File: src/core/pip_pkg.sv
// Purpose: Shared constants for the eight-channel PTC input process image block
// Assumes: Plain register port, 8-bit data, one clock
// Notes: Offsets are word indices on the local register port
package pip_pkg;
    localparam int unsigned NUM_CH = 8;
    localparam int unsigned ADDR_W = 4;
    localparam int unsigned DATA_W = 8;
    // Register offsets
    localparam logic [3:0] OFS_IN_BYTE_ZERO = 4'h0;
    localparam logic [3:0] OFS_IN_BYTE_ONE = 4'h1;
    localparam logic [3:0] OFS_OUT_BYTE_ZERO = 4'h2;
    localparam logic [3:0] OFS_OUT_BYTE_ONE = 4'h3;
    localparam logic [3:0] OFS_IRQ_STATUS = 4'h4;
    localparam logic [3:0] OFS_IRQ_CLEAR = 4'h5;
    localparam logic [3:0] OFS_IRQ_ENABLE = 4'h6;
    localparam logic [3:0] OFS_IMAGE_SIZE = 4'h7;
    // Reset values and fixed contents
    localparam logic [7:0] RST_DISABLE = 8'h00;
    localparam logic [7:0] RST_ZERO = 8'h00;
    localparam logic [7:0] RSVD_BYTE = 8'h00;
    localparam logic [7:0] UNMAPPED_DATA = 8'h00;
    // Image size: input bytes in low nibble, output bytes in high nibble
    localparam logic [7:0] IMAGE_SIZE = 8'h22;
    // Interrupt status layout
    localparam int unsigned IRQ_FAULT_RISE = 0;
    localparam int unsigned IRQ_STATE_CHANGE = 1;
    localparam int unsigned IRQ_RSVD_WRITE = 2;
    localparam int unsigned IRQ_W = 3;
endpackage : pip_pkg

File: src/core/pip_sync.sv
// Purpose: Two-flop synchroniser for a bus of pin levels
// Assumes: Inputs are asynchronous to mclk
// Notes: First stage feeds only the second
`timescale 1ns/10ps
module pip_sync #(
    parameter int unsigned W = 8
) (
    input wire logic mclk, // System clock
    input wire logic rst, // Async reset, active high
    input wire logic [W-1:0] d_async, // Raw pin levels
    output logic [W-1:0] q_sync // Synchronised levels
);
    logic [W-1:0] meta;

    // Two stages, reset to zero
    always_ff @(posedge mclk or posedge rst) begin
        if (rst) begin
            meta <= '0;
            q_sync <= '0;
        end else begin
            meta <= d_async;
            q_sync <= meta;
        end
    end
endmodule : pip_sync

File: src/core/pip_chan.sv
// Purpose: Per-channel state and fault qualification
// Assumes: Inputs already synchronised
// Notes: A disabled channel reports zero state and no fault
`timescale 1ns/10ps
module pip_chan (
    input wire logic mclk, // System clock
    input wire logic rst, // Async reset, active high
    input wire logic level, // Synchronised input level
    input wire logic fault, // Synchronised wire-break/short flag
    input wire logic disable_bit, // Set switches channel off
    output logic state, // Registered signal state
    output logic flt // Registered fault flag
);
    // Gate both with the channel switch
    always_ff @(posedge mclk or posedge rst) begin
        if (rst) begin
            state <= 1'b0;
            flt <= 1'b0;
        end else begin
            state <= level & ~disable_bit;
            flt <= fault & ~disable_bit;
        end
    end
endmodule : pip_chan

File: src/core/pip_image.sv
// Purpose: Process image of an eight-channel PTC input module with diagnostics
// Assumes: Plain register port, read data one cycle after the read strobe
// Notes: Interrupt block flags fault onsets, state changes and bad reserved writes
//
// Design decisions made here: the register offsets and the strobed register port.
`timescale 1ns/10ps
// Overview of operation
// RULE1: Eight channels, two input bytes and two output bytes in the image.
// RULE2: Input byte zero holds channel states, channel n on bit n-1.
// RULE3: Input byte one holds per-channel wire-break or short-circuit fault flags.
// RULE4: Controller writes output byte one; module applies each channel setting.
// RULE5: Controller keeps output byte zero all zero; module ignores it.
// RULE6: Output byte one bit n-1: clear keeps channel on, set switches off.
module pip_image (
    input wire logic mclk, // System clock, 25 MHz
    input wire logic rst, // Async reset, active high
    input wire logic [7:0] ch_level, // Raw channel levels from sensing
    input wire logic [7:0] ch_fault, // Raw wire-break/short flags
    input wire logic [3:0] reg_addr, // Register index
    input wire logic [7:0] reg_wdata, // Write data
    input wire logic reg_wr, // Write strobe
    input wire logic reg_rd, // Read strobe
    output logic [7:0] reg_rdata, // Read data, cycle after strobe
    output logic [7:0] ch_off, // Applied channel-off controls
    output logic irq // Level interrupt
);
    // Channel image, history and interrupt state
    logic [7:0] level_s;
    logic [7:0] fault_s;
    logic [7:0] state_q;
    logic [7:0] flt_q;
    logic [7:0] flt_prev;
    logic [7:0] state_prev;
    logic [7:0] out_byte_one;
    logic [pip_pkg::IRQ_W-1:0] irq_status;
    logic [pip_pkg::IRQ_W-1:0] irq_enable;
    logic [pip_pkg::IRQ_W-1:0] irq_event;
    logic [pip_pkg::IRQ_W-1:0] irq_clr;
    logic [7:0] next_rdata;

    // Pins cross into mclk
    // Pin to input byte takes two synchroniser edges plus the channel
    // register, so a pin change is readable from the third edge on.
    // The channel register also applies the off switch, which keeps a
    // switched-off channel from raising fault events; only its drop from a high state to zero raises a change event.
    pip_sync #(.W(pip_pkg::NUM_CH)) u_sync_level (
        .mclk(mclk),
        .rst(rst),
        .d_async(ch_level),
        .q_sync(level_s)
    );
    pip_sync #(.W(pip_pkg::NUM_CH)) u_sync_fault (
        .mclk(mclk),
        .rst(rst),
        .d_async(ch_fault),
        .q_sync(fault_s)
    );

    // One qualifier per channel, channel n on bit n-1
    generate
        for (genvar i = 0; i < pip_pkg::NUM_CH; i++) begin : g_ch
            pip_chan u_chan (
                .mclk(mclk),
                .rst(rst),
                .level(level_s[i]), // RULE2
                .fault(fault_s[i]), // RULE3
                .disable_bit(out_byte_one[i]), // RULE6
                .state(state_q[i]),
                .flt(flt_q[i])
            );

        end
    endgenerate

    // Output byte one, channel-off controls; byte zero has no storage
    always_ff @(posedge mclk or posedge rst) begin
        if (rst) begin
            out_byte_one <= pip_pkg::RST_DISABLE;
        end else if (reg_wr && reg_addr == pip_pkg::OFS_OUT_BYTE_ONE) begin
            out_byte_one <= reg_wdata; // RULE4
        end
    end

    // Applied controls mirrored to pins
    always_ff @(posedge mclk or posedge rst) begin
        if (rst) begin
            ch_off <= pip_pkg::RST_DISABLE;
        end else begin
            ch_off <= out_byte_one; // RULE4
        end
    end

    // History for edge events
    // Resets to the channel registers' idle level, so no false edge follows reset
    always_ff @(posedge mclk or posedge rst) begin
        if (rst) begin
            flt_prev <= pip_pkg::RST_ZERO;
            state_prev <= pip_pkg::RST_ZERO;
        end else begin
            flt_prev <= flt_q;
            state_prev <= state_q;
        end
    end

    // Events; a nonzero write to reserved byte is flagged for software
    always_comb begin
        irq_event = '0;
        irq_event[pip_pkg::IRQ_FAULT_RISE] = |(flt_q & ~flt_prev);
        irq_event[pip_pkg::IRQ_STATE_CHANGE] = |(state_q ^ state_prev);
        irq_event[pip_pkg::IRQ_RSVD_WRITE] = reg_wr && reg_addr == pip_pkg::OFS_OUT_BYTE_ZERO
            && reg_wdata != pip_pkg::RSVD_BYTE; // RULE5
    end

    // Clear strobes, one per status bit, live only in the write cycle
    assign irq_clr = (reg_wr && reg_addr == pip_pkg::OFS_IRQ_CLEAR) ? reg_wdata[pip_pkg::IRQ_W-1:0] : '0;

    // Sticky status; a set in the clear cycle wins
    // Trade-off: software may see a bit survive its clear, but never loses an event
    always_ff @(posedge mclk or posedge rst) begin
        if (rst) begin
            irq_status <= '0;
        end else begin
            irq_status <= (irq_status & ~irq_clr) | irq_event;
        end
    end

    // Interrupt enables
    always_ff @(posedge mclk or posedge rst) begin
        if (rst) begin
            irq_enable <= '0;
        end else if (reg_wr && reg_addr == pip_pkg::OFS_IRQ_ENABLE) begin
            irq_enable <= reg_wdata[pip_pkg::IRQ_W-1:0];
        end
    end

    // Registered interrupt, one cycle behind status
    always_ff @(posedge mclk or posedge rst) begin
        if (rst) begin
            irq <= 1'b0;
        end else begin
            irq <= |(irq_status & irq_enable);
        end
    end

    // Register map, one byte per index:
    //   0 input byte zero, channel states, read only
    //   1 input byte one, channel fault flags, read only
    //   2 output byte zero, reserved, reads zero, writes dropped
    //   3 output byte one, channel-off controls, read and write
    //   4 interrupt status, sticky, read only
    //   5 interrupt clear, write ones to clear, reads zero
    //   6 interrupt enable, read and write
    //   7 image size, input bytes low nibble, output bytes high
    //   8 to 15 unmapped, read zero
    // Read mux; the image is two bytes each way
    always_comb begin
        next_rdata = pip_pkg::UNMAPPED_DATA;
        unique case (reg_addr)
            pip_pkg::OFS_IN_BYTE_ZERO: next_rdata = state_q; // RULE2
            pip_pkg::OFS_IN_BYTE_ONE: next_rdata = flt_q; // RULE3
            pip_pkg::OFS_OUT_BYTE_ZERO: next_rdata = pip_pkg::RSVD_BYTE; // RULE5
            pip_pkg::OFS_OUT_BYTE_ONE: next_rdata = out_byte_one; // RULE6
            pip_pkg::OFS_IRQ_STATUS: next_rdata = {{(8 - pip_pkg::IRQ_W){1'b0}}, irq_status};
            pip_pkg::OFS_IRQ_ENABLE: next_rdata = {{(8 - pip_pkg::IRQ_W){1'b0}}, irq_enable};
            pip_pkg::OFS_IMAGE_SIZE: next_rdata = pip_pkg::IMAGE_SIZE; // RULE1
            default: next_rdata = pip_pkg::UNMAPPED_DATA;
        endcase
    end

    // Read data stands only in the cycle after the strobe
    // Zero between reads keeps stale image bytes off the port
    always_ff @(posedge mclk or posedge rst) begin
        if (rst) begin
            reg_rdata <= pip_pkg::UNMAPPED_DATA;
        end else if (reg_rd) begin
            reg_rdata <= next_rdata;
        end else begin
            reg_rdata <= pip_pkg::UNMAPPED_DATA;
        end
    end
endmodule : pip_image

File: config.mk
export PLATFORM = sky130hd
export DESIGN_NAME = pip_image
export DESIGN_NICKNAME = d
export VERILOG_FILES = /design/src/core/pip_pkg.sv /design/src/core/pip_sync.sv /design/src/core/pip_chan.sv /design/src/core/pip_image.sv
export SDC_FILE = /design/constraint.sdc
export NUM_CORES = 1
export LEC_CHECK = 0
export BUFFER_PORTS_ARGS = -buffer_cell sky130_fd_sc_hd__buf_2
export CAP_MARGIN = 20
export CORE_MARGIN = 4
export CORE_UTILIZATION = 55
export DETAILED_ROUTE_END_ITERATION = 10
export PLACE_DENSITY = 0.86
export SYNTH_ARGS = -nofsm -noshare
export SYNTH_HDL_FRONTEND = slang
export SYNTH_SLANG_ARGS = --single-unit
File: constraint.sdc
create_clock -name mclk -period 3.56 [get_ports mclk]
set_input_delay 0.356 -clock mclk [delete_from_list [all_inputs] [get_ports mclk]]
set_output_delay 0.356 -clock mclk [all_outputs]
set_load 0.1 [all_outputs]
* Yosys cells after proc, flatten, opt, wreduce, memory -nomap -nowiden
Cells that the tools add are included.
** Cells by class
- Equality and inequality tests :: 7
- Mux-type cells :: 3
- Bitwise gates (word level) :: 31
- Reductions and logical operators :: 10
** Operators with widths (count)
- 8-bit one-hot mux with 6 select lines :: 1
- 1-bit bitwise AND :: 16
- 4-bit by 3-bit == test with 1-bit output, second input constant :: 4
- 8-bit OR reduction :: 2
- 8-bit bitwise AND :: 1
- 4-bit by 2-bit == test with 1-bit output, second input constant :: 2
- 8-bit 2-to-1 mux :: 1
- 1-bit NOT :: 8
- 8-bit NOT :: 1
- 8-bit nonzero test :: 1
- 8-bit XOR :: 1
- 3-bit bitwise AND :: 2
- 1-bit logical AND :: 5
- 4-bit by 1-bit == test with 1-bit output, second input constant :: 1
- 4-bit zero test :: 1
- 3-bit 2-to-1 mux :: 1
- 3-bit NOT :: 1
- 3-bit OR :: 1
- 3-bit OR reduction :: 1
** Storage, ports and cells
- Register bits :: 95
- Input port bits :: 32

* Longest topological paths before layout
Gate-level depths: netlist (run 1).
- Word-level depth :: 6
- Depth in mapped cells :: 5
- Gate-level depth less buffers :: 3

* Cells and area by module
A second synthesis (run 1) with hierarchy kept.
** Second synthesis, totals
- Cells, all modules :: 225
- Area, all modules :: 3333.2 µm²
** By module, submodules not included
- pip_image :: times used 1, cells an instance 151, area an instance 1994.4 µm², sequential area each 1176.1 µm²
- pip_sync :: times used 2, cells an instance 17, area an instance 404.1 µm², sequential area each 400.4 µm²
- pip_chan :: times used 8, cells an instance 5, area an instance 66.3 µm², sequential area each 50.0 µm²

* Worst setup path after synthesis (run 1)
No wires, ideal clock.
- Path kind :: input-to-reg
- Start point :: input reg_addr[2]
- End point :: register out_byte_one[0]
- Setup time :: 0.125 ns
- Arrival time :: 1.241 ns
- Data required time :: 3.435 ns
- Path slack :: 2.194 ns
- Cell stages on the path :: 5
- Cells stage by stage :: buf_6 nor2_4 and4_4 buf_6 mux2_4
** On the way
- Longest elaborated chain between the ends :: 2
** RTL lines
- start, declared :: RTL line pip_image.sv:19 : input wire logic [3:0] reg_addr,
- 4-bit by 2-bit == test with 1-bit output :: RTL line pip_image.sv:79 : end else if (reg_wr && reg_addr == pip_pkg::OFS_OUT_BYTE_ONE) begin
- 1-bit logical AND :: RTL line pip_image.sv:79
- end signal, assigned :: RTL line pip_image.sv:78 : out_byte_one <= pip_pkg::RST_DISABLE;
- end signal, assigned :: RTL line pip_image.sv:80 : out_byte_one <= reg_wdata;
- end, declared :: RTL line pip_image.sv:34 : logic [7:0] out_byte_one;
No other way between the ends.
A chain may end at the register's enable or synchronous reset.

* Final worst setup path (run 1)
- Start point :: register ch_off[0]
- End point :: output ch_off[0]
** RTL lines
- start, declared :: RTL line pip_image.sv:24 : output logic [7:0] ch_off,
- start signal, assigned :: RTL line pip_image.sv:87 : ch_off <= pip_pkg::RST_DISABLE;
- start signal, assigned :: RTL line pip_image.sv:89 : ch_off <= out_byte_one;
No word-level cell between the ends.

==> out/results.tsv, run 1 <==
stage	metric	value	unit
synthesis	YS warnings	0	
power_and_ir_drop	pwr/cell area	630	mW/mm^2
synthesis	Synth Flop Type	dfrtp_1	
timing	Max transition margin	0.599	
timing	clock skew	0.0118	ns
power_and_ir_drop	Static Leak	1.76	nW
global_routing	Total GRT Usage	0.174	
floorplan	Core Rows	27	
drt	vias per cell	5.27	
drt	antenna violation net count after detailed routing	0	
drt	initial DRC count	84	
timing	achievable frequency	0.680	GHz
synthesis	Synth Area per Inst	15.7	um^2
synthesis	top-area cell type share of the netlist area	0.721	
setup_path	Critical Path RT	3.20	ns
synthesis	Commonest cells post-synth	dfrtp_1, nor2b_1, mux2_4	
setup_path	WP data arrival	1.11	ns
layout	ANT cells	0	
synthesis	most frequent cell after synthesis	dfrtp_1	
hold_path	Hold WC Path Type	input port to async pin	
power_and_ir_drop	VDD IR max	0.407	mV
placement	hpwl dp	4010	um
floorplan	Die Height	85.4	um
cts	clk slew on worst S/H paths	0.09	ns
drt	Via Count	1802	
global_routing	largest net degree at the start of global routing	39	
timing	slew at the pin closest to its max-slew limit	0.601	ns
synthesis	largest cells by area after synthesis	dfrtp_1, mux2_4, nor2b_1	
layout	# nets final	297	
setup_path	Buffers & Inverters on Critical Path	1	
setup_path	crit end category	output port	
global_routing	vias in the first global route	1950	
cts	CTS Root Cell	clkbuf_8	
placement	pre-CTS WS	1.95	ns
timing	Setup TNS Final	0	ns
timing	Setup WS post-layout	2.09	ns
placement	placed instance area	0.00359	mm^2
timing	Tcrit/Tclk final	0.413	
timing	Hold Vio Cnt, Final	0	
synthesis	Cells after Synth	210	
setup_path	Crit-path slowest cell	buf_2	
synthesis	ys async rst share	1.00	
setup_path	CP Class	flop to output port	
global_routing	antenna violations before repair	0	
drt	drt drc	0	
synthesis	Seq/Total Area, Yosys	0.721	
global_routing	GRT overflow	0	
drt	Total Wirelength	5600	um
synthesis	Post-synth EDFFs	0	
drt	Wirelength per Cell	16.4	um
synthesis	Seq cells post-synth	95	
floorplan	die area	0.00730	mm^2
floorplan	chip width	85.4	um
layout	share of cells above drive strength 1	0.341	
placement	routability congestion estimate	0.911	
synthesis	area leader, netlist	dfrtp_1	
cts	H-tree levels	3	
flow_run	total of max-cap violations	0	
setup_path	CP peak stage delay	0.42	ns
cts	Hold Buf Count CTS	0	
cts	Worst-Skew Late Latency	0.36	ns
cts	clock tree buffer depth	2	
cts	Post-CTS Setup Inserts	0	
cts	post-cts resize count	0	
floorplan	initial core utilization	0.581	
setup_path	Worst Path Max Fanout	1	
cts	CTS tree	done	
timing	RSZ-0062 raised after global routing	false	
synthesis	Synthesized Nets	242	
floorplan	Core ar.	0.00568	mm^2
cts	clock sinks	95	
power_and_ir_drop	Power Total	2.38	mW
synthesis	number of distinct library cells after synthesis	40	
setup_path	CP startpoint kind	flop	
cts	number of CTS-inserted buffers	9	
layout	Design Area, Final	0.00378	mm^2
timing	Final setup viols	0	
floorplan	num ports	49	
outcome	outcome	completed	
synthesis	Cell Area, Synth	0.00330	mm^2
setup_path	Cell Chain, Critical Path	buf_2	
timing	minimum clock period	1.47	ns
global_routing	first-pass GRT wire length	9490	um
timing	Slew Limit Fails	0	
placement	Port-buffer cells	48	
setup_path	Worst path top cell family by delay	buffers and inverters	
layout	Area Overhead vs Synth	14.5	%
drt	TritonRoute pass-1 iters	4	
[cell type report]
class | instances | area (um^2)
clock buffer | 10 | 138
clock inverter | 6 | 50.0
fill | 432 | 1900
inverter | 8 | 31.3
multi-input combinational | 101 | 836
sequential | 95 | 2380
tap | 72 | 90.1
timing repair buffer | 50 | 255
[registers in the layout, indices dropped and copies added, names as in the netlist]
name                 flops
u_sync_fault.meta        8
g_ch.u_chan.flt          8
out_byte_one             8
u_sync_level.q_sync      8
irq_status               3
u_sync_fault.q_sync      8
state_prev               8
ch_off                   8
u_sync_level.meta        8
reg_rdata                8
flt_prev                 8
irq_enable               3
irq                      1
g_ch.u_chan.state        8
[per-layer routing]
metal / track usage / routed length, um / vias up
met5: 0 / 0 / -
met4: 0.0676 / 95 / 0
met3: 0.0612 / 442 / 10
met2: 0.277 / 2720 / 65
met1: 0.221 / 2340 / 895
li1: - / - / 832
[logic make-up after synthesis]
family,after synthesis,share of synthesized area
multiplexers,20,0.0804
flip-flops,95,0.721
AND/OR/NAND/NOR,53,0.106
AO/OA/AOI/OAI,20,0.0459
buffers and inverters,14,0.0258
XOR/XNOR,8,0.0212
[per-stage QoR]
step                      cells  hold slack [ns]  utilization
after floorplan             210            0.331            -
after global placement      326            0.332        0.632
after detailed placement    326            0.336        0.632
after CTS                   342           0.0450        0.666
after global routing        342           0.0703        0.666
final                       342           0.0380        0.666
[cells in the final DEF, fill, tap and decap left out, types with 2 or more instances in the layout]
| cell type | synthesis | final |
|---|---|---|
| a211o_1 | 2 | 2 |
| a22oi_1 | 4 | 4 |
| a31oi_1 | 3 | 3 |
| and3_1 | 2 | 2 |
| buf_2 | 2 | 48 |
| buf_4 | 0 | 2 |
| clkbuf_8 | 0 | 10 |
| clkinv_2 | 0 | 2 |
| dfrtp_1 | 95 | 95 |
| inv_1 | 8 | 7 |
| inv_6 | 0 | 3 |
| mux2_2 | 7 | 7 |
| mux2_4 | 11 | 11 |
| nand2_1 | 2 | 2 |
| nand3_1 | 6 | 6 |
| nand3b_1 | 3 | 3 |
| nand4_1 | 5 | 5 |
| nor2_1 | 4 | 4 |
| nor2b_1 | 16 | 16 |
| nor4_1 | 2 | 2 |
| o2111ai_1 | 2 | 2 |
| o211ai_1 | 2 | 2 |
| o22ai_1 | 2 | 2 |
| or2b_1 | 2 | 2 |
| xnor2_1 | 8 | 8 |
[where the power goes]
| group | internal (mW) | leakage [nW] | total, mW | switching [mW] |
|---|---|---|---|---|
| Clock | 0.284 | 0.0956 | 0.651 | 0.367 |
| Combinational | 0.134 | 0.512 | 0.438 | 0.304 |
| Sequential | 1.20 | 1.16 | 1.29 | 0.0884 |
[worst paths after layout]
check / start / endpoint / slack (ns) / cells past startpoint
min reg2reg: u_sync_level.meta[5]$_DFF_PP0_ / u_sync_level.q_sync[5]$_DFF_PP0_ / 0.35 / 0
max reg2reg: out_byte_one[6]$_DFFE_PP0P_ / reg_rdata[6]$_DFF_PP0_ / 2.39 / 3
max: ch_off[0]$_DFF_PP0_ / ch_off[0] / 2.09 / 1
min: rst / out_byte_one[5]$_DFFE_PP0P_ / 0.04 / 2
max in group asynchronous: rst / irq_status[1]$_DFF_PP0_ / 2.68 / 3
min in group mclk: ch_level[4] / u_sync_level.meta[4]$_DFF_PP0_ / 0.10 / 1
(Power assumes the default switching activity.)
==> run 2: changes to the inputs <==
--- a/config.mk
+++ b/config.mk
@@ -5,12 +5,13 @@
 export SDC_FILE = /design/constraint.sdc
 export NUM_CORES = 1
 export LEC_CHECK = 0
+export ABC_AREA = 1
 export BUFFER_PORTS_ARGS = -buffer_cell sky130_fd_sc_hd__buf_2
 export CAP_MARGIN = 20
 export CORE_MARGIN = 4
-export CORE_UTILIZATION = 55
+export CORE_UTILIZATION = 50
 export DETAILED_ROUTE_END_ITERATION = 10
-export PLACE_DENSITY = 0.86
+export PLACE_DENSITY = 0.83
 export SYNTH_ARGS = -nofsm -noshare
 export SYNTH_HDL_FRONTEND = slang
 export SYNTH_SLANG_ARGS = --single-unit
==> constraint.sdc (replaced) <==
create_clock -name mclk -period 1.22 [get_ports mclk]
set_input_delay 0.122 -clock mclk [delete_from_list [all_inputs] [get_ports mclk]]
set_output_delay 0.122 -clock mclk [all_outputs]
set_load 0.1 [all_outputs]
==> run 2 against run 1 <==
Net effect: first-iteration DRC count up 32%; synthesized cell count up 34%; non-clock buffer count up 20; design area up 8.8%; via count up 16%; total power rose to 3.0 times the previous value; utilization down 1.8 points; critical path depth unchanged; cell count up 29%; global-route usage up 1.2 points; sequential share of layout area down 5.1 points; largest cell class unchanged; largest power group unchanged.
==> out/results.tsv, run 2 <==
stage	metric	value	unit	change
outcome	outcome	completed		unchanged
drt	Via Count	2098		was 1802
layout	Area Overhead vs Synth	25.5	%	was 14.5%
layout	ANT cells	0		unchanged
synthesis	Synth Area per Inst	11.6	um^2	was 15.7 um^2
timing	slew at the pin closest to its max-slew limit	0.373	ns	was 0.601 ns
timing	clock skew	0.00393	ns	was 0.0118 ns
synthesis	Post-synth EDFFs	0		unchanged
layout	Final Non-Filler Cells	442		was 342
global_routing	GRT overflow	0		unchanged
global_routing	GR peak layer	met2		unchanged
setup_path	Cell Chain, Critical Path	buf_4		was buf_2
power_and_ir_drop	Comb power frac	0.182		was 0.184
global_routing	Total GRT Usage	0.187		was 0.174
setup_path	Worst path top cell family by delay	flip-flops		was buffers and inverters
synthesis	Cell Area, Synth	0.00327	mm^2	was 0.00330 mm^2
synthesis	Seq/Total Area, Yosys	0.726		was 0.721
timing	Setup TNS Final	0	ns	unchanged
layout	storage element area	0.00238	mm^2	unchanged
setup_path	Buffers & Inverters on Critical Path	1		unchanged
power_and_ir_drop	Int Pwr	4.84	mW	was 1.62 mW
placement	pre-CTS WS	0.0694	ns	was 1.95 ns
timing	RSZ-0062 raised after global routing	false		unchanged
flow_run	total of max-cap violations	0		unchanged
timing	minimum clock period	1.11	ns	
drt	drt drc	0		unchanged
drt	Wirelength per Cell	14.1	um	was 16.4 um
setup_path	crit end category	output port		unchanged
cts	number of CTS-inserted buffers	9		unchanged
floorplan	die area	0.00790	mm^2	was 0.00730 mm^2
global_routing	vias in the first global route	2282		was 1950
power_and_ir_drop	switching power	2.19	mW	was 0.759 mW
drt	TritonRoute pass-1 iters	4		unchanged
global_routing	largest net degree at the start of global routing	46		was 39
setup_path	CP startpoint kind	flop		unchanged
setup_path	WP data arrival	0.99	ns	was 1.11 ns
synthesis	largest cells by area after synthesis	dfrtp_1, nand2_1, inv_1		was dfrtp_1, mux2_4, nor2b_1
timing	Max transition margin	0.751		was 0.599
layout	final core utilization	0.647		was 0.666
layout	share of cells above drive strength 1	0.222		was 0.341
setup_path	Critical Path RT	1.10	ns	was 3.20 ns
timing	Tcrit/Tclk final	0.910		
global_routing	first-pass GRT wire length	10800	um	was 9490 um
timing	Setup WS post-layout	0.110	ns	was 2.09 ns
power_and_ir_drop	Power Total	7.03	mW	was 2.38 mW
setup_path	flop2flop setup slack	0.21	ns	was 2.39 ns
placement	routability congestion estimate	0.825		was 0.911
synthesis	Synth Flop Type	dfrtp_1		unchanged
cts	clock sinks	95		unchanged
timing	Hold Vio Cnt, Final	0		unchanged
power_and_ir_drop	Static Leak	2.09	nW	was 1.76 nW
cts	clock tree buffer depth	2		unchanged
timing	Slew Limit Fails	0		unchanged
drt	antenna violation net count after detailed routing	0		unchanged
placement	hpwl dp	4320	um	was 4010 um
synthesis	YS warnings	0		unchanged
synthesis	Seq cells post-synth	95		unchanged
power_and_ir_drop	Seq pwr share	0.533		was 0.543
placement	placed cell count	408		was 326
power_and_ir_drop	sw frac	0.312		was 0.319
drt	initial DRC count	111		was 84
power_and_ir_drop	Clk pwr share	0.285		was 0.273
drt	vias per cell	4.75		was 5.27
drt	Total Wirelength	6240	um	was 5600 um
synthesis	area leader, netlist	dfrtp_1		unchanged
floorplan	chip width	88.9	um	was 85.4 um
cts	CTS tree	done		unchanged
global_routing	antenna violations before repair	0		unchanged
synthesis	Commonest cells post-synth	dfrtp_1, nand2_1, inv_1		was dfrtp_1, nor2b_1, mux2_4
layout	Multi-input gate area	706	um^2	was 836 um^2
floorplan	Core ar.	0.00635	mm^2	was 0.00568 mm^2
cts	CTS Root Cell	clkbuf_8		unchanged
cts	clk slew on worst S/H paths	0.09	ns	about the same
synthesis	Cells after Synth	282		was 210
floorplan	num ports	49		unchanged
placement	Port-buffer cells	48		unchanged
timing	Final setup viols	0		unchanged
cts	H-tree levels	3		unchanged
synthesis	ys async rst share	1.00		unchanged
global_routing	M3 GR Usage	0.0452		was 0.0612
setup_path	Crit-path slowest cell	dfrtp_1		was buf_2
layout	# nets final	392		was 297
power_and_ir_drop	VDD IR max	0.861	mV	was 0.407 mV
setup_path	CP peak stage delay	0.34	ns	was 0.42 ns
floorplan	initial core utilization	0.515		was 0.581
synthesis	Synthesized Nets	314		was 242
floorplan	Die Height	88.9	um	was 85.4 um
hold_path	Hold WC Path Type	input port to flop		was input port to async pin
floorplan	Core Rows	29		was 27
global_routing	GR Util met1	0.246		was 0.221
setup_path	Worst Path Max Fanout	1		unchanged
setup_path	CP Class	flop to output port		unchanged
synthesis	number of distinct library cells after synthesis	19		was 40
global_routing	met2 usage	0.289		was 0.277
power_and_ir_drop	pwr/cell area	1710	mW/mm^2	was 630 mW/mm^2
layout	Fill cells	457		was 432
layout	most common cell after layout, fill and taps aside	dfrtp_1		unchanged
cts	Worst-Skew Late Latency	0.36	ns	about the same
layout	most frequent cells in the layout	dfrtp_1, nand2_1, inv_1		was dfrtp_1, buf_2, nor2b_1
timing	achievable frequency	0.901	GHz	
synthesis	top-area cell type share of the netlist area	0.726		was 0.721
synthesis	most frequent cell after synthesis	dfrtp_1		unchanged
## run 2: timing repair
item                                    CTS  global route
setup buffers                             0             0
hold endpoints to repair                 31             0
endpoints found under the setup margin   13             0
resized for setup                        13             0
hold buffers                             18             0
## run 2: layout make-up
type	instances	share of cell area
well taps	77	0.0234
clock buffers	11	0.0320
clock inverters	5	0.0140
multi-input cells	139	0.172
flip-flops and latches	95	0.579
repair buffers	70	0.138
inverters	45	0.0420
## run 2: cells by family (layout without fill, tap and decap cells)
kind of cell / Yosys count / after routing / share of synthesized area
compound gates: 21 / 21 / 0.0432
xor+xnor: 8 / 8 / 0.0214
buf+inv: 48 / 131 / 0.0581
flops: 95 / 95 / 0.726
simple gates: 110 / 110 / 0.151
## run 2: path summary, 6_finish.rpt
path | startpoint | endpoint | depth (start not counted)
max | ch_off[3]$_DFF_PP0_ | ch_off[3] | 1
min | reg_wdata[2] | irq_enable[2]$_DFFE_PP0P_ | 3
max reg2reg | g_ch[1].u_chan.state$_DFF_PP0_ | irq_status[1]$_DFF_PP0_ | 4
min reg2reg | u_sync_level.meta[7]$_DFF_PP0_ | u_sync_level.q_sync[7]$_DFF_PP0_ | 0
max in group asynchronous | rst | flt_prev[3]$_DFF_PP0_ | 4
min in group asynchronous | rst | u_sync_fault.meta[4]$_DFF_PP0_ | 3
## run 2: power by group through the flow
stage / Sequential, mW / Clock (mW) / Combinational, mW
floorplan: 4.24 / 0 / 0.374
global placement: 3.79 / 0 / 1.17
detailed placement: 3.81 / 0 / 1.21
CTS: 3.75 / 2.06 / 1.29
global route: 3.79 / 2.20 / 1.38
finish: 3.75 / 2.00 / 1.28
## run 2: stage by stage
| step | area, um^2 | hold slack, ns |
|---|---|---|
| after detailed placement | 3710 | 0.135 |
| after global routing | 4110 | 0.0511 |
| final | 4110 | 0.0306 |
| after floorplan | 3280 | 0.153 |
| after global placement | 3710 | 0.116 |
| after CTS | 4110 | 0.00906 |
## run 2: routing by layer
| layer | routed length [um] | vias up |
|---|---|---|
| met5 | 0 | - |
| met4 | 129 | 0 |
| met3 | 391 | 8 |
| met2 | 3120 | 67 |
| met1 | 2590 | 1002 |
| li1 | - | 1021 |
==> run 3: changes to the inputs <==
--- a/config.mk
+++ b/config.mk
@@ -5,7 +5,6 @@
 export SDC_FILE = /design/constraint.sdc
 export NUM_CORES = 1
 export LEC_CHECK = 0
-export ABC_AREA = 1
 export BUFFER_PORTS_ARGS = -buffer_cell sky130_fd_sc_hd__buf_2
 export CAP_MARGIN = 20
 export CORE_MARGIN = 4
==> run 3 against run 2 <==
Net effect: setup slack got worse by 0.013 ns; highest routed layer unchanged; largest cell class unchanged; cell count decreased by 15%; flip-flop and latch count unchanged; utilization decreased by 0.093 points; non-clock buffer count increased by 8; clock skew increased by 0.0037 ns.
==> out/results.tsv, run 3 (same netlist as run 1, synthesis figures left out) <==
stage	metric	value	unit	change
setup_path	flop2flop setup slack	0.1	ns	was 0.21 ns
global_routing	Total GRT Usage	0.180		was 0.187
setup_path	Crit-path slowest cell	dfrtp_1		unchanged
setup_path	CP startpoint kind	flop		unchanged
timing	Slew Limit Fails	0		unchanged
cts	number of CTS-inserted buffers	9		unchanged
placement	pre-CTS WS	0.0171	ns	was 0.0694 ns
placement	placed instance area	0.00371	mm^2	about the same
placement	Port-buffer cells	48		unchanged
setup_path	crit end category	flop		was output port
floorplan	num ports	49		unchanged
timing	Max transition margin	0.687		was 0.751
drt	initial DRC count	83		was 111
placement	hpwl dp	4160	um	was 4320 um
timing	RSZ-0062 raised after global routing	false		unchanged
setup_path	Buffers & Inverters on Critical Path	0		was 1
placement	routability congestion estimate	0.803		was 0.825
setup_path	reg2reg end	irq_status[1]$_DFF_PP0_		unchanged
placement	placed cell count	342		was 408
setup_path	Worst path depth	3		was 1
setup_path	WP data arrival	1.36	ns	was 0.99 ns
floorplan	Core Rows	29		unchanged
setup_path	CP startpoint	g_ch[0].u_chan.state$_DFF_PP0_		was ch_off[3]$_DFF_PP0_
setup_path	Cell Chain, Critical Path	xnor2_1, nand4_1, a211o_1		was buf_4
timing	Setup WS post-layout	0.0968	ns	was 0.110 ns
global_routing	GRT overflow	0		unchanged
outcome	outcome	completed		unchanged
drt	Wirelength per Cell	16.4	um	was 14.1 um
cts	H-tree levels	3		unchanged
power_and_ir_drop	Power Total	7.28	mW	was 7.03 mW
flow_run	total of max-cap violations	0		unchanged
setup_path	CP Capture Point	irq_status[1]$_DFF_PP0_		was ch_off[3]
global_routing	met2 usage	0.255		was 0.289
layout	Final Non-Filler Cells	375		was 442
timing	Tcrit/Tclk final	0.921		was 0.910
timing	clock skew	0.00758	ns	was 0.00393 ns
timing	achievable frequency	0.890	GHz	was 0.901 GHz
layout	ANT cells	0		unchanged
cts	CTS tree	done		unchanged
cts	Worst-Skew Late Latency	0.35	ns	was 0.36 ns
floorplan	chip width	89.2	um	was 88.9 um
layout	most common cell after layout, fill and taps aside	dfrtp_1		unchanged
power_and_ir_drop	VDD IR max	1.25	mV	was 0.861 mV
cts	CTS Root Cell	clkbuf_8		unchanged
layout	final core utilization	0.646		was 0.647
global_routing	GR Util met1	0.263		was 0.246
drt	drt drc	0		unchanged
global_routing	M3 GR Usage	0.0433		was 0.0452
setup_path	CP Class	flop to flop		was flop to output port
timing	Hold Vio Cnt, Final	0		unchanged
global_routing	first-pass GRT wire length	10500	um	was 10800 um
floorplan	Core ar.	0.00639	mm^2	was 0.00635 mm^2
timing	minimum clock period	1.12	ns	was 1.11 ns
layout	share of cells above drive strength 1	0.342		was 0.222
drt	Total Wirelength	6140	um	was 6240 um
floorplan	initial core utilization	0.516		was 0.515
cts	clk slew on worst S/H paths	0.09	ns	about the same
setup_path	origin of the critical flop-to-flop path	g_ch[0].u_chan.state$_DFF_PP0_		was g_ch[1].u_chan.state$_DFF_PP0_
cts	clock tree buffer depth	2		unchanged
drt	vias per cell	5.10		was 4.75
power_and_ir_drop	Static Leak	1.90	nW	was 2.09 nW
power_and_ir_drop	pwr/cell area	1760	mW/mm^2	was 1710 mW/mm^2
setup_path	worst r2r path cells	3		was 4
setup_path	Worst path top cell family by delay	flip-flops		unchanged
setup_path	CP peak stage delay	0.42	ns	was 0.34 ns
setup_path	Critical Path RT	1.46	ns	was 1.10 ns
layout	Area Overhead vs Synth	25.1	%	was 25.5%
setup_path	Worst Path Max Fanout	3		was 1
global_routing	vias in the first global route	2081		was 2282
global_routing	antenna violations before repair	0		unchanged
layout	Design Area, Final	0.00413	mm^2	was 0.00411 mm^2
floorplan	Die Height	89.2	um	was 88.9 um
drt	antenna violation net count after detailed routing	0		unchanged
layout	# nets final	325		was 392
cts	clock sinks	95		unchanged
drt	TritonRoute pass-1 iters	4		unchanged
timing	Final setup viols	0		unchanged
layout	most frequent cells in the layout	dfrtp_1, buf_2, buf_4		was dfrtp_1, nand2_1, inv_1
hold_path	Hold WC Path Type	input port to flop		unchanged
timing	slew at the pin closest to its max-slew limit	0.469	ns	was 0.373 ns
global_routing	largest net degree at the start of global routing	96		was 46
drt	Via Count	1913		was 2098
global_routing	GR peak layer	met1		was met2
floorplan	die area	0.00796	mm^2	was 0.00790 mm^2
==> run 3: cell count changes in the layout (fill, tap and decap cells not counted), sizes merged, moves of 3 or more <==
cell,before,now
o21ai,14,1
a22oi,0,4
nand2,48,2
inv,45,8
nor2,33,6
mux2,0,19
nand3,24,6
or2b,0,3
and3,0,3
nor2b,0,17
nand3b,0,3
buf,52,59
==> run 3: worst min path at each step <==
stage	from	endpoint	slack, ns	depth (start not counted)
3_5_place_dp	ch_fault[3]	u_sync_fault.meta[3]$_DFF_PP0_	0.23	1
6_report	reg_wdata[6]	out_byte_one[6]$_DFFE_PP0P_	0.03	2
5_1_grt	reg_wdata[6]	out_byte_one[6]$_DFFE_PP0P_	0.02	2
3_3_place_gp	ch_level[2]	u_sync_level.meta[2]$_DFF_PP0_	0.23	1
2_1_floorplan	ch_fault[0]	u_sync_fault.meta[0]$_DFF_PP0_	0.15	0
4_1_cts	reg_wdata[6]	out_byte_one[6]$_DFFE_PP0P_	0.02	2
==> run 3: metrics by stage <==
stage	TNS (ns)	hold slack [ns]
floorplan	-2.06	0.153
global placement	0	0.229
detailed placement	0	0.231
CTS	0	0.0182
global route	0	0.0174
finish	0	0.0271
==> run 3: power by group <==
part / switching (mW) / total [mW] / internal (mW)
clock: 1.10 / 2.08 / 0.980
combinational: 0.936 / 1.47 / 0.530
sequential: 0.223 / 3.74 / 3.51
total: 2.26 / 7.28 / 5.02
==> run 3: timing repair <==
| item | in CTS | in global routing |
|---|---|---|
| buffers inserted | 0 | 0 |
| gates resized for setup | 15 | 2 |
| pin swaps | 0 | 0 |
| hold buffers | 17 | 0 |
| cloned | 0 | 0 |
| hold endpoints to repair | 111 | 0 |
| setup endpoints to repair | 15 | 2 |
==> run 3: routing by layer <==
metal,vias up,routed length [um]
li1,889,-
met3,15,356
met2,55,2770
met4,0,162
met1,954,2860
met5,-,0
==> run 3: worst register-to-register path, cell delays in order (launching register included) <==
cell     delay, ns
dfrtp_1       0.42
xnor2_1       0.17
nand4_1       0.14
a211o_1       0.28
==> run 3: final cells by class <==
cell class / instances / area (um^2)
Clock buffer: 10 / 128
Timing Repair Buffer: 78 / 576
Clock inverter: 6 / 80.1
Tap cell: 77 / 96.3
Multi-Input combinational cell: 101 / 836
Sequential cell: 95 / 2380
Fill cell: 479 / 2260
Inverter: 8 / 33.8
